===== src/include/bdc_pkg.sv =====
// Behaviour
// Mode 0: main when brownout ok, else higher
// Modes 1 to 3 always pick backup
// Key 3C enables supercapacitor charging
// Never charge key with battery attached
// Thirty-two bytes retained storage
// Firmware reset field resets whole domain
// Measure bit taps scaled backup supply
// Divide domain clock to one-second tick
// Clock source select: crystal or alternate
// Oscillator enable bit drives crystal on
// Clear bypass before enabling crystal
// Program divider 32768 for crystal
// Prefer crystal directly over alternate
// Firmware reaches registers over bus
// Alarm can raise processor interrupt
// Only cold start or firmware resets domain
// Bypass first, divider 32768/60/50 for inputs
package bdc_pkg;
  // Word addresses of the register map
  localparam logic [5:0] BDC_CTL_ADDR    = 6'h00;
  localparam logic [5:0] BDC_RST_ADDR    = 6'h01;
  localparam logic [5:0] BDC_STAT_ADDR   = 6'h02;
  localparam logic [5:0] BDC_IRQ_ADDR    = 6'h03;
  localparam logic [5:0] BDC_MASK_ADDR   = 6'h04;
  localparam logic [5:0] BDC_ALARM_ADDR  = 6'h05;
  localparam logic [5:0] BDC_SECS_ADDR   = 6'h06;
  localparam logic [5:0] BDC_RETAIN_BASE = 6'h08;
  localparam int         BDC_RETAIN_WORDS = 8;
  // Control register field positions
  localparam int BDC_SUP_LSB    = 0;
  localparam int BDC_SEL_BIT    = 2;
  localparam int BDC_OSCEN_BIT  = 3;
  localparam int BDC_BYP_BIT    = 4;
  localparam int BDC_MEAS_BIT   = 5;
  localparam int BDC_KEY_LSB    = 8;
  localparam int BDC_DIV_LSB    = 16;
  localparam logic [7:0]  BDC_CHARGE_KEY = 8'h3c;
  localparam logic [15:0] BDC_DIV_RESET  = 16'h8000;
  // Interrupt bits
  localparam int BDC_IRQ_TICK  = 0;
  localparam int BDC_IRQ_ALARM = 1;
  // Tick source encoding
  typedef enum logic {BDC_SRC_CRYSTAL, BDC_SRC_ALT} bdc_src_type;
endpackage


===== src/include/bdc_if.sv =====
`timescale 1ns/1ps
// Avalon-MM link between firmware master and backup domain
interface bdc_if;
  logic [5:0]  address;      // Word address
  logic        read;         // Read request
  logic        write;        // Write request
  logic [31:0] writedata;    // Write data
  logic [3:0]  byteenable;   // Byte lanes
  logic [31:0] readdata;     // Read data
  logic        waitrequest;  // Slave stall
  modport device (input address, read, write, writedata, byteenable, output readdata, waitrequest);
  modport host   (output address, read, write, writedata, byteenable, input readdata, waitrequest);
endinterface


===== src/bdc_device.sv =====
`timescale 1ns/1ps
// Backup domain control: supply switch, charger key, tick prescaler,
// retained storage, alarm and interrupt.
module bdc_device
  import bdc_pkg::*;
(
  input  wire logic        sys_clk,          // Domain clock
  input  wire logic        rst_n,            // Cold-start reset, active low
  bdc_if.device            bus,              // Firmware register bus
  input  wire logic        main_higher,      // Comparator: main above backup
  input  wire logic        brownout_enabled, // Brownout detector enabled
  input  wire logic        brownout_flag,    // Brownout detected
  input  wire logic        crystal_osc_clk,  // Crystal oscillator output
  input  wire logic        low_freq_system_clock, // Alternate source
  output logic             use_backup_supply,// 1 backup rail, 0 main rail
  output logic             charge_en,        // Supercapacitor charger on
  output logic             measure_tap_en,   // Scaled backup to mux bus
  output logic             crystal_osc_on,   // Oscillator enable
  output logic             crystal_osc_bypass_o, // Oscillator bypass
  output logic             second_tick,      // One-cycle second pulse
  output logic             irq               // Level interrupt
);
  // Synchronisers: first stage read only by second stage
  logic       xtal_s1_reg, xtal_s2_reg;
  logic       alt_s1_reg, alt_s2_reg;
  logic       bo_s1_reg, bo_s2_reg;
  logic       mh_s1_reg, mh_s2_reg;
  logic       be_s1_reg, be_s2_reg;

  typedef struct packed {
    logic [1:0]  sup;          // supply_select_ctl
    logic        src;          // clock_source_sel
    logic        osc_en;       // crystal_osc_enable
    logic        bypass;       // crystal_osc_bypass
    logic        meas;         // supply_measure_en
    logic        charge;       // Charger armed by key
    logic [15:0] div;          // tick_divider
    logic [15:0] cnt;          // Source edge count
    logic        src_prev;     // Previous synced source level
    logic [31:0] secs;         // Seconds counter
    logic [31:0] alarm;        // Alarm match value
    logic [1:0]  stat;         // Sticky events
    logic [1:0]  mask;         // Interrupt mask
    logic        tick;         // Tick pulse
    logic        ack;          // Bus answer strobe
    logic [31:0] rdata;        // Read data
    logic [BDC_RETAIN_WORDS-1:0][31:0] ret; // Retained bytes
  } bdc_dev_type;
  bdc_dev_type s_reg, s_next;

  // Two-flop synchronisers for pins and foreign clocks
  always_ff @(posedge sys_clk or negedge rst_n) begin
    if (!rst_n) begin
      xtal_s1_reg <= '0;
      xtal_s2_reg <= '0;
      alt_s1_reg  <= '0;
      alt_s2_reg  <= '0;
      {bo_s1_reg, bo_s2_reg, mh_s1_reg, mh_s2_reg, be_s1_reg, be_s2_reg} <= '0;
    end else begin
      xtal_s1_reg <= crystal_osc_clk;
      xtal_s2_reg <= xtal_s1_reg;
      alt_s1_reg  <= low_freq_system_clock;
      alt_s2_reg  <= alt_s1_reg;
      bo_s1_reg   <= brownout_flag;
      bo_s2_reg   <= bo_s1_reg;
      mh_s1_reg   <= main_higher;
      mh_s2_reg   <= mh_s1_reg;
      be_s1_reg   <= brownout_enabled;
      be_s2_reg   <= be_s1_reg;
    end
  end

  logic xtal_lvl, alt_lvl, src_lvl, src_rise, alarm_hit;
  logic [1:0] evt;
  logic [31:0] wmask;
  assign xtal_lvl = xtal_s2_reg;
  assign alt_lvl  = alt_s2_reg;

  // Next-state logic for all registers in s_reg
  always_comb begin
    s_next   = s_reg;
    s_next.tick = 1'b0;
    s_next.ack  = 1'b0;
    // Gated crystal only counts while enabled
    src_lvl  = (s_reg.src == BDC_SRC_ALT) ? alt_lvl : (xtal_lvl & s_reg.osc_en);
    src_rise = src_lvl & ~s_reg.src_prev;
    s_next.src_prev = src_lvl;
    alarm_hit = 1'b0;
    wmask = {{8{bus.byteenable[3]}}, {8{bus.byteenable[2]}},
             {8{bus.byteenable[1]}}, {8{bus.byteenable[0]}}};
    // Prescaler: divide source edges to one-second ticks
    if (src_rise) begin
      if (s_reg.cnt >= s_reg.div - 16'h0001) begin
        s_next.cnt  = '0;
        s_next.tick = 1'b1;
        s_next.secs = s_reg.secs + 32'h0000_0001;
        alarm_hit   = (s_reg.secs + 32'h0000_0001) == s_reg.alarm;
      end else begin
        s_next.cnt = s_reg.cnt + 16'h0001;
      end
    end
    evt = '0;
    evt[BDC_IRQ_TICK]  = s_next.tick;
    evt[BDC_IRQ_ALARM] = alarm_hit;
    // Bus access: one wait cycle, answer on next edge
    if ((bus.read || bus.write) && !s_reg.ack) begin
      s_next.ack = 1'b1;
      s_next.rdata = '0;
      if (bus.write) begin
        if (bus.address == BDC_CTL_ADDR) begin
          if (bus.byteenable[0]) begin
            s_next.sup    = bus.writedata[BDC_SUP_LSB +: 2];
            s_next.src    = bus.writedata[BDC_SEL_BIT];
            s_next.osc_en = bus.writedata[BDC_OSCEN_BIT];
            s_next.bypass = bus.writedata[BDC_BYP_BIT];
            s_next.meas   = bus.writedata[BDC_MEAS_BIT];
          end
          if (bus.byteenable[1]) begin
            s_next.charge = (bus.writedata[BDC_KEY_LSB +: 8] == BDC_CHARGE_KEY);
          end
          if (bus.byteenable[2] && bus.byteenable[3]) begin
            s_next.div = bus.writedata[BDC_DIV_LSB +: 16];
          end
        end else if (bus.address == BDC_RST_ADDR) begin
          if (bus.byteenable[0] && bus.writedata[0]) begin
            s_next = '0;
            s_next.div = BDC_DIV_RESET;
            s_next.ack = 1'b1;
            evt = '0;
          end
        end else if (bus.address == BDC_IRQ_ADDR) begin
          s_next.stat = s_reg.stat & ~(bus.writedata[1:0] & wmask[1:0]);
        end else if (bus.address == BDC_MASK_ADDR) begin
          if (bus.byteenable[0]) begin
            s_next.mask = bus.writedata[1:0];
          end
        end else if (bus.address == BDC_ALARM_ADDR) begin
          s_next.alarm = (s_reg.alarm & ~wmask) | (bus.writedata & wmask);
        end else if (bus.address >= BDC_RETAIN_BASE) begin
          s_next.ret[bus.address[2:0]] = (s_reg.ret[bus.address[2:0]] & ~wmask)
                                         | (bus.writedata & wmask);
        end
      end else begin
        if (bus.address == BDC_CTL_ADDR) begin
          s_next.rdata[BDC_SUP_LSB +: 2]  = s_reg.sup;
          s_next.rdata[BDC_SEL_BIT]       = s_reg.src;
          s_next.rdata[BDC_OSCEN_BIT]     = s_reg.osc_en;
          s_next.rdata[BDC_BYP_BIT]       = s_reg.bypass;
          s_next.rdata[BDC_MEAS_BIT]      = s_reg.meas;
          s_next.rdata[BDC_KEY_LSB]       = s_reg.charge;
          s_next.rdata[BDC_DIV_LSB +: 16] = s_reg.div;
        end else if (bus.address == BDC_STAT_ADDR) begin
          s_next.rdata[0] = use_backup_supply;
          s_next.rdata[1] = s_reg.charge;
        end else if (bus.address == BDC_IRQ_ADDR) begin
          s_next.rdata[1:0] = s_reg.stat;
        end else if (bus.address == BDC_MASK_ADDR) begin
          s_next.rdata[1:0] = s_reg.mask;
        end else if (bus.address == BDC_ALARM_ADDR) begin
          s_next.rdata = s_reg.alarm;
        end else if (bus.address == BDC_SECS_ADDR) begin
          s_next.rdata = s_reg.secs;
        end else if (bus.address >= BDC_RETAIN_BASE) begin
          s_next.rdata = s_reg.ret[bus.address[2:0]];
        end
      end
    end
    // Events set after clear so a same-cycle event wins
    s_next.stat = s_next.stat | evt;
  end

  // State register; rst_n is the cold-start reset only
  always_ff @(posedge sys_clk or negedge rst_n) begin
    if (!rst_n) begin
      s_reg     <= '0;
      s_reg.div <= BDC_DIV_RESET;
    end else begin
      s_reg <= s_next;
    end
  end

  // Supply switch: backup in modes 1 to 3; mode 0 brownout-qualified main, else the higher rail
  assign use_backup_supply = (s_reg.sup != 2'h0) ? 1'b1 :
                             (be_s2_reg && !bo_s2_reg) ? 1'b0 : !mh_s2_reg;
  assign charge_en            = s_reg.charge;
  assign measure_tap_en       = s_reg.meas;
  assign crystal_osc_on       = s_reg.osc_en;
  assign crystal_osc_bypass_o = s_reg.bypass;
  assign second_tick          = s_reg.tick;
  assign irq                  = |(s_reg.stat & s_reg.mask);
  assign bus.readdata         = s_reg.rdata;
  assign bus.waitrequest      = !s_reg.ack;
endmodule


===== src/flat_wrapper.sv =====
// flat-port wrapper written by rule: the top's interface ports become plain ports
module bdc_device_flat import bdc_pkg::*;
  (sys_clk, rst_n, main_higher, brownout_enabled, brownout_flag, crystal_osc_clk, low_freq_system_clock, use_backup_supply, charge_en, measure_tap_en, crystal_osc_on, crystal_osc_bypass_o, second_tick, irq, bus_address, bus_read, bus_write, bus_writedata, bus_byteenable, bus_readdata, bus_waitrequest);
  bdc_if bus_i ();
  input  wire logic sys_clk;
  input  wire logic rst_n;
  input  wire logic main_higher;
  input  wire logic brownout_enabled;
  input  wire logic brownout_flag;
  input  wire logic crystal_osc_clk;
  input  wire logic low_freq_system_clock;
  output logic use_backup_supply;
  output logic charge_en;
  output logic measure_tap_en;
  output logic crystal_osc_on;
  output logic crystal_osc_bypass_o;
  output logic second_tick;
  output logic irq;
  input wire logic [$bits(bus_i.address)-1:0] bus_address;
  input wire logic [$bits(bus_i.read)-1:0] bus_read;
  input wire logic [$bits(bus_i.write)-1:0] bus_write;
  input wire logic [$bits(bus_i.writedata)-1:0] bus_writedata;
  input wire logic [$bits(bus_i.byteenable)-1:0] bus_byteenable;
  output wire logic [$bits(bus_i.readdata)-1:0] bus_readdata;
  output wire logic [$bits(bus_i.waitrequest)-1:0] bus_waitrequest;
  assign bus_i.address = bus_address;
  assign bus_i.read = bus_read;
  assign bus_i.write = bus_write;
  assign bus_i.writedata = bus_writedata;
  assign bus_i.byteenable = bus_byteenable;
  assign bus_readdata = bus_i.readdata;
  assign bus_waitrequest = bus_i.waitrequest;
  bdc_device u_core (.sys_clk(sys_clk), .rst_n(rst_n), .bus(bus_i), .main_higher(main_higher), .brownout_enabled(brownout_enabled), .brownout_flag(brownout_flag), .crystal_osc_clk(crystal_osc_clk), .low_freq_system_clock(low_freq_system_clock), .use_backup_supply(use_backup_supply), .charge_en(charge_en), .measure_tap_en(measure_tap_en), .crystal_osc_on(crystal_osc_on), .crystal_osc_bypass_o(crystal_osc_bypass_o), .second_tick(second_tick), .irq(irq));
endmodule

===== config.mk =====
export PLATFORM = sky130hd
export DESIGN_NAME = bdc_device_flat
export DESIGN_NICKNAME = d
export VERILOG_FILES = /design/src/include/bdc_pkg.sv /design/src/include/bdc_if.sv /design/src/bdc_device.sv /design/src/flat_wrapper.sv
export SDC_FILE = /design/constraint.sdc
export NUM_CORES = 1
export LEC_CHECK = 0
export BUFFER_PORTS_ARGS = -buffer_cell sky130_fd_sc_hd__buf_4
export CORE_UTILIZATION = 55
export DETAILED_ROUTE_END_ITERATION = 7
export GPL_TIMING_DRIVEN = 0
export PLACE_DENSITY_LB_ADDON = 0.2
export SLEW_MARGIN = 20
export SYNTH_ARGS = -nofsm -noshare
export SYNTH_HDL_FRONTEND = slang
export SYNTH_SLANG_ARGS = --single-unit

===== constraint.sdc =====
create_clock -name sys_clk -period 5.1 [get_ports sys_clk]
set_clock_uncertainty 0.1 [all_clocks]
set_input_delay 0.51 -clock sys_clk [delete_from_list [all_inputs] [get_ports sys_clk]]
set_output_delay 0.51 -clock sys_clk [all_outputs]
set_load 0.02 [all_outputs]

==> results.txt <==
Net count, final -> 2244
flop2flop setup slack -> 420 ps
Worst EP required -> 5500 ps
Avg Cell Area, Syn -> 10.01 um^2
setup TNS -> 0 ps
clk buf depth -> 3
share of Yosys cell area claimed by the top area cell type -> 50.10%
Netlist cell types -> 66
Initial Utilization -> 55.66%
Synth Register Bits -> 408
DR vias -> 16820
detailed placement HPWL -> 44.06 mm
reg-to-reg endpoint -> u_core.s_reg[362]
Post-CTS Setup Bufs -> 0
PortBufs -> 88
drt first-iter violations -> 1581
RSZ-0062 raised after global routing -> no
Crit path max-delay family -> simple AND/OR/NAND/NOR gates
Reg clk slew, reported paths -> 60 ps
Critical Path Sink -> u_core.s_reg[362]
WP data arrival -> 5080 ps
cts bufs inserted -> 44
Worst Setup End Kind -> flip-flop
FFs w/ async S/R, synth -> 100.0%
final setup fails -> 0
Worst Setup Start Kind -> flip-flop
Post-synth EDFFs -> 0
Setup crit start -> u_core.s_reg[379]
prevailing post-synth register cell -> dfrtp_1
overall power -> 9.827 mW
post-route minimum period -> 4678 ps
Layout Area Growth over Synthesis -> 14.61%
die width -> 194.3 um
worst hold path type -> input pin to flip-flop
CP peak stage delay -> 430 ps
status -> finished clean
layout cells sized above 1 -> 14.80%
drt pass-1 iters -> 5
top-count cell post-synth -> dfrtp_1
DP Area -> 21690 um^2
Crit path depth -> 16
synth warn -> 0
Worst-Margin Slew -> 1004 ps
GR Util met1 -> 45.37%
post-route ant nets -> 0
WHS -> 60.19 ps
clk root buf -> clkbuf_16
Synthesized Nets -> 2100
synth cell count leaders -> dfrtp_1 (407), nand2_1 (399), o21ai_0 (353)
H-tree levels -> 2
Sink Count -> 408
Buf/Inv on CP -> 2
Die H -> 194.3 um
leakage power -> 10.49 nW
Clock Latency Late Sink -> 590 ps
hold depth -> 2
row cnt -> 70
Register-to-Register Path Depth -> 16
vias in the first global route -> 16590
Largest register FFs -> 361
cell area after synthesis -> 20330 um^2
DIE AREA -> 37730 um^2
Fmax -> 213.8 MHz
part of the Yosys area used for sequential elements -> 50.23%
max-cap violation count -> 0
CTS tree -> done
final instance area -> 23300 um^2
I/O Pins -> 91
DR WL/cell -> 22.80 um
period utilisation layout -> 91.72%
Syn Inst Count -> 2030
Max Transition Viols Final -> 0
DR vias/cell -> 6.282
met3 Usage GRT -> 6.071%
dominant cells by area after synthesis -> dfrtp_1 (50%), o21ai_0 (8.7%), nand2_1 (7.4%)
critical path, cell by cell -> or3_1, nor3_1, nor3b_1, nand2_1, or2_2, nor4_1, xnor2_1, ha_1, a21oi_1, o21ai_0, nor3_1, a21o_1, clkbuf_2, nand2b_1, clkbuf_2, nor2_1
Synth area leader -> dfrtp_1
Crit Path Class -> flip-flop to flip-flop
DR DRC count -> 0
global-route wire length before repair -> 95.39 mm
GRT Overall Usage -> 32.83%
antenna violations before repair -> 1
slowest CP cell -> dfrtp_1
final WL -> 61.07 mm
Slew HR -> 33.08%
Final Wtd Congestion -> 0.9639
gr busiest metal -> met2
M2 GR Usage -> 52.64%
Max FO, Critical Path -> 10
worst r2r src -> u_core.s_reg[379]
largest net degree at the start of global routing -> 105
Core ar. -> 36520 um^2
VDD IR max -> 0.3221 mV
final hold vios -> 0
Cell Pwr Density -> 421.8 nW/um^2
total gr overflow -> 0
==> cell families after synthesis <==
logic type | count (synthesis) | share of synthesized area, %
and+or+nand+nor | 658 | 14.12
AOI/OAI and AO/OA | 521 | 15.22
DFF | 408 | 50.23
buffers and inverters | 196 | 4.462
muxes | 135 | 10.80
xor gates and xnor gates | 93 | 4.007
adders and majority gates | 19 | 1.169
==> cell type report <==
cell class	instances	area, um^2
antenna	1	2.502
sequential	408	10210
buffer	177	840.8
fill	2946	13230
clock inverter	16	241.5
timing repair buffer	98	838.3
multi-input combinational	1426	9215
clock buffer	65	1291
inverter	19	71.32
tap	468	585.6
==> where the power goes <==
part           switching, mW  total (mW)  leakage (nW)  internal (mW)
clock                   1.37        3.39         0.755           2.02
combinational           1.20        2.14          4.50          0.935
sequential             0.396        4.30          5.24           3.90
==> worst min-delay path by stage <==
| stage | endpoint | from |
|---|---|---|
| after floorplan | u_core.alt_lvl | rst_n |
| after global placement | u_core.bo_s2_reg | u_core.bo_s1_reg |
| after detailed placement | u_core.alt_lvl | u_core.alt_s1_reg |
| after CTS | u_core.s_reg[300] | bus_writedata[6] |
| after global routing | u_core.s_reg[300] | bus_writedata[6] |
| final | u_core.s_reg[300] | bus_writedata[6] |
==> cells in the final DEF, fill, tap and decap left out, drive strengths merged, types with 5 or more instances in the layout <==
cell         synthesis  final
mux4                64     64
clkinv               1      8
bufinv               0      5
dfrtp              407    407
a221o               21     21
ha                  19     19
inv                 18     21
o21ai              355    355
nor4                 9      9
xor2                39     39
or2                  5      5
a22o                59     59
xnor2               54     54
nand3               29     29
dlygate4sd3          0      6
mux2                34     34
or3                 21     21
and3                12     12
buf                 58    150
nand3b               6      6
clkbuf             119    184
nand2              400    400
nand4               16     16
a21oi               40     40
o41ai               13     13
nand2b               8      8
mux2i               37     37
nor2               103    103
nor3                29     29
==> routing by layer <==
metal	share of wire [%]	wire, um
met5	0	0
met4	2.7	1665
met3	7.8	4759
met2	48	29270
met1	42	25370
==> metrics by stage <==
stage | util (%) | instances | setup slack [ps]
3_5_place_dp | 59.39 | 2590 | 150.2
4_1_cts | 63.75 | 2677 | 96.79
6_report | 63.79 | 2678 | 422.3
5_1_grt | 63.79 | 2678 | 61.78
2_1_floorplan | - | 2030 | 1252
3_3_place_gp | 59.07 | 2586 | -503.7
==> worst register-to-register path: cells and delay by family (launching register included) <==
family                   cells  cell delay (ps)
AND/OR/NAND/NOR              9             2380
buffers and inverters        2              610
AO/OA/AOI/OAI                3              590
flip-flops                   1              430
adder cells (fa/ha/maj)      1              290
XOR/XNOR                     1              200
==> repair_timing <==
item                                    CTS  global route
endpoints found under the setup margin    0            13
hold endpoints to repair                 55             0
hold buffers                              6             0
gates resized for setup                   0             6
Power figures use the tool's default switching activity.
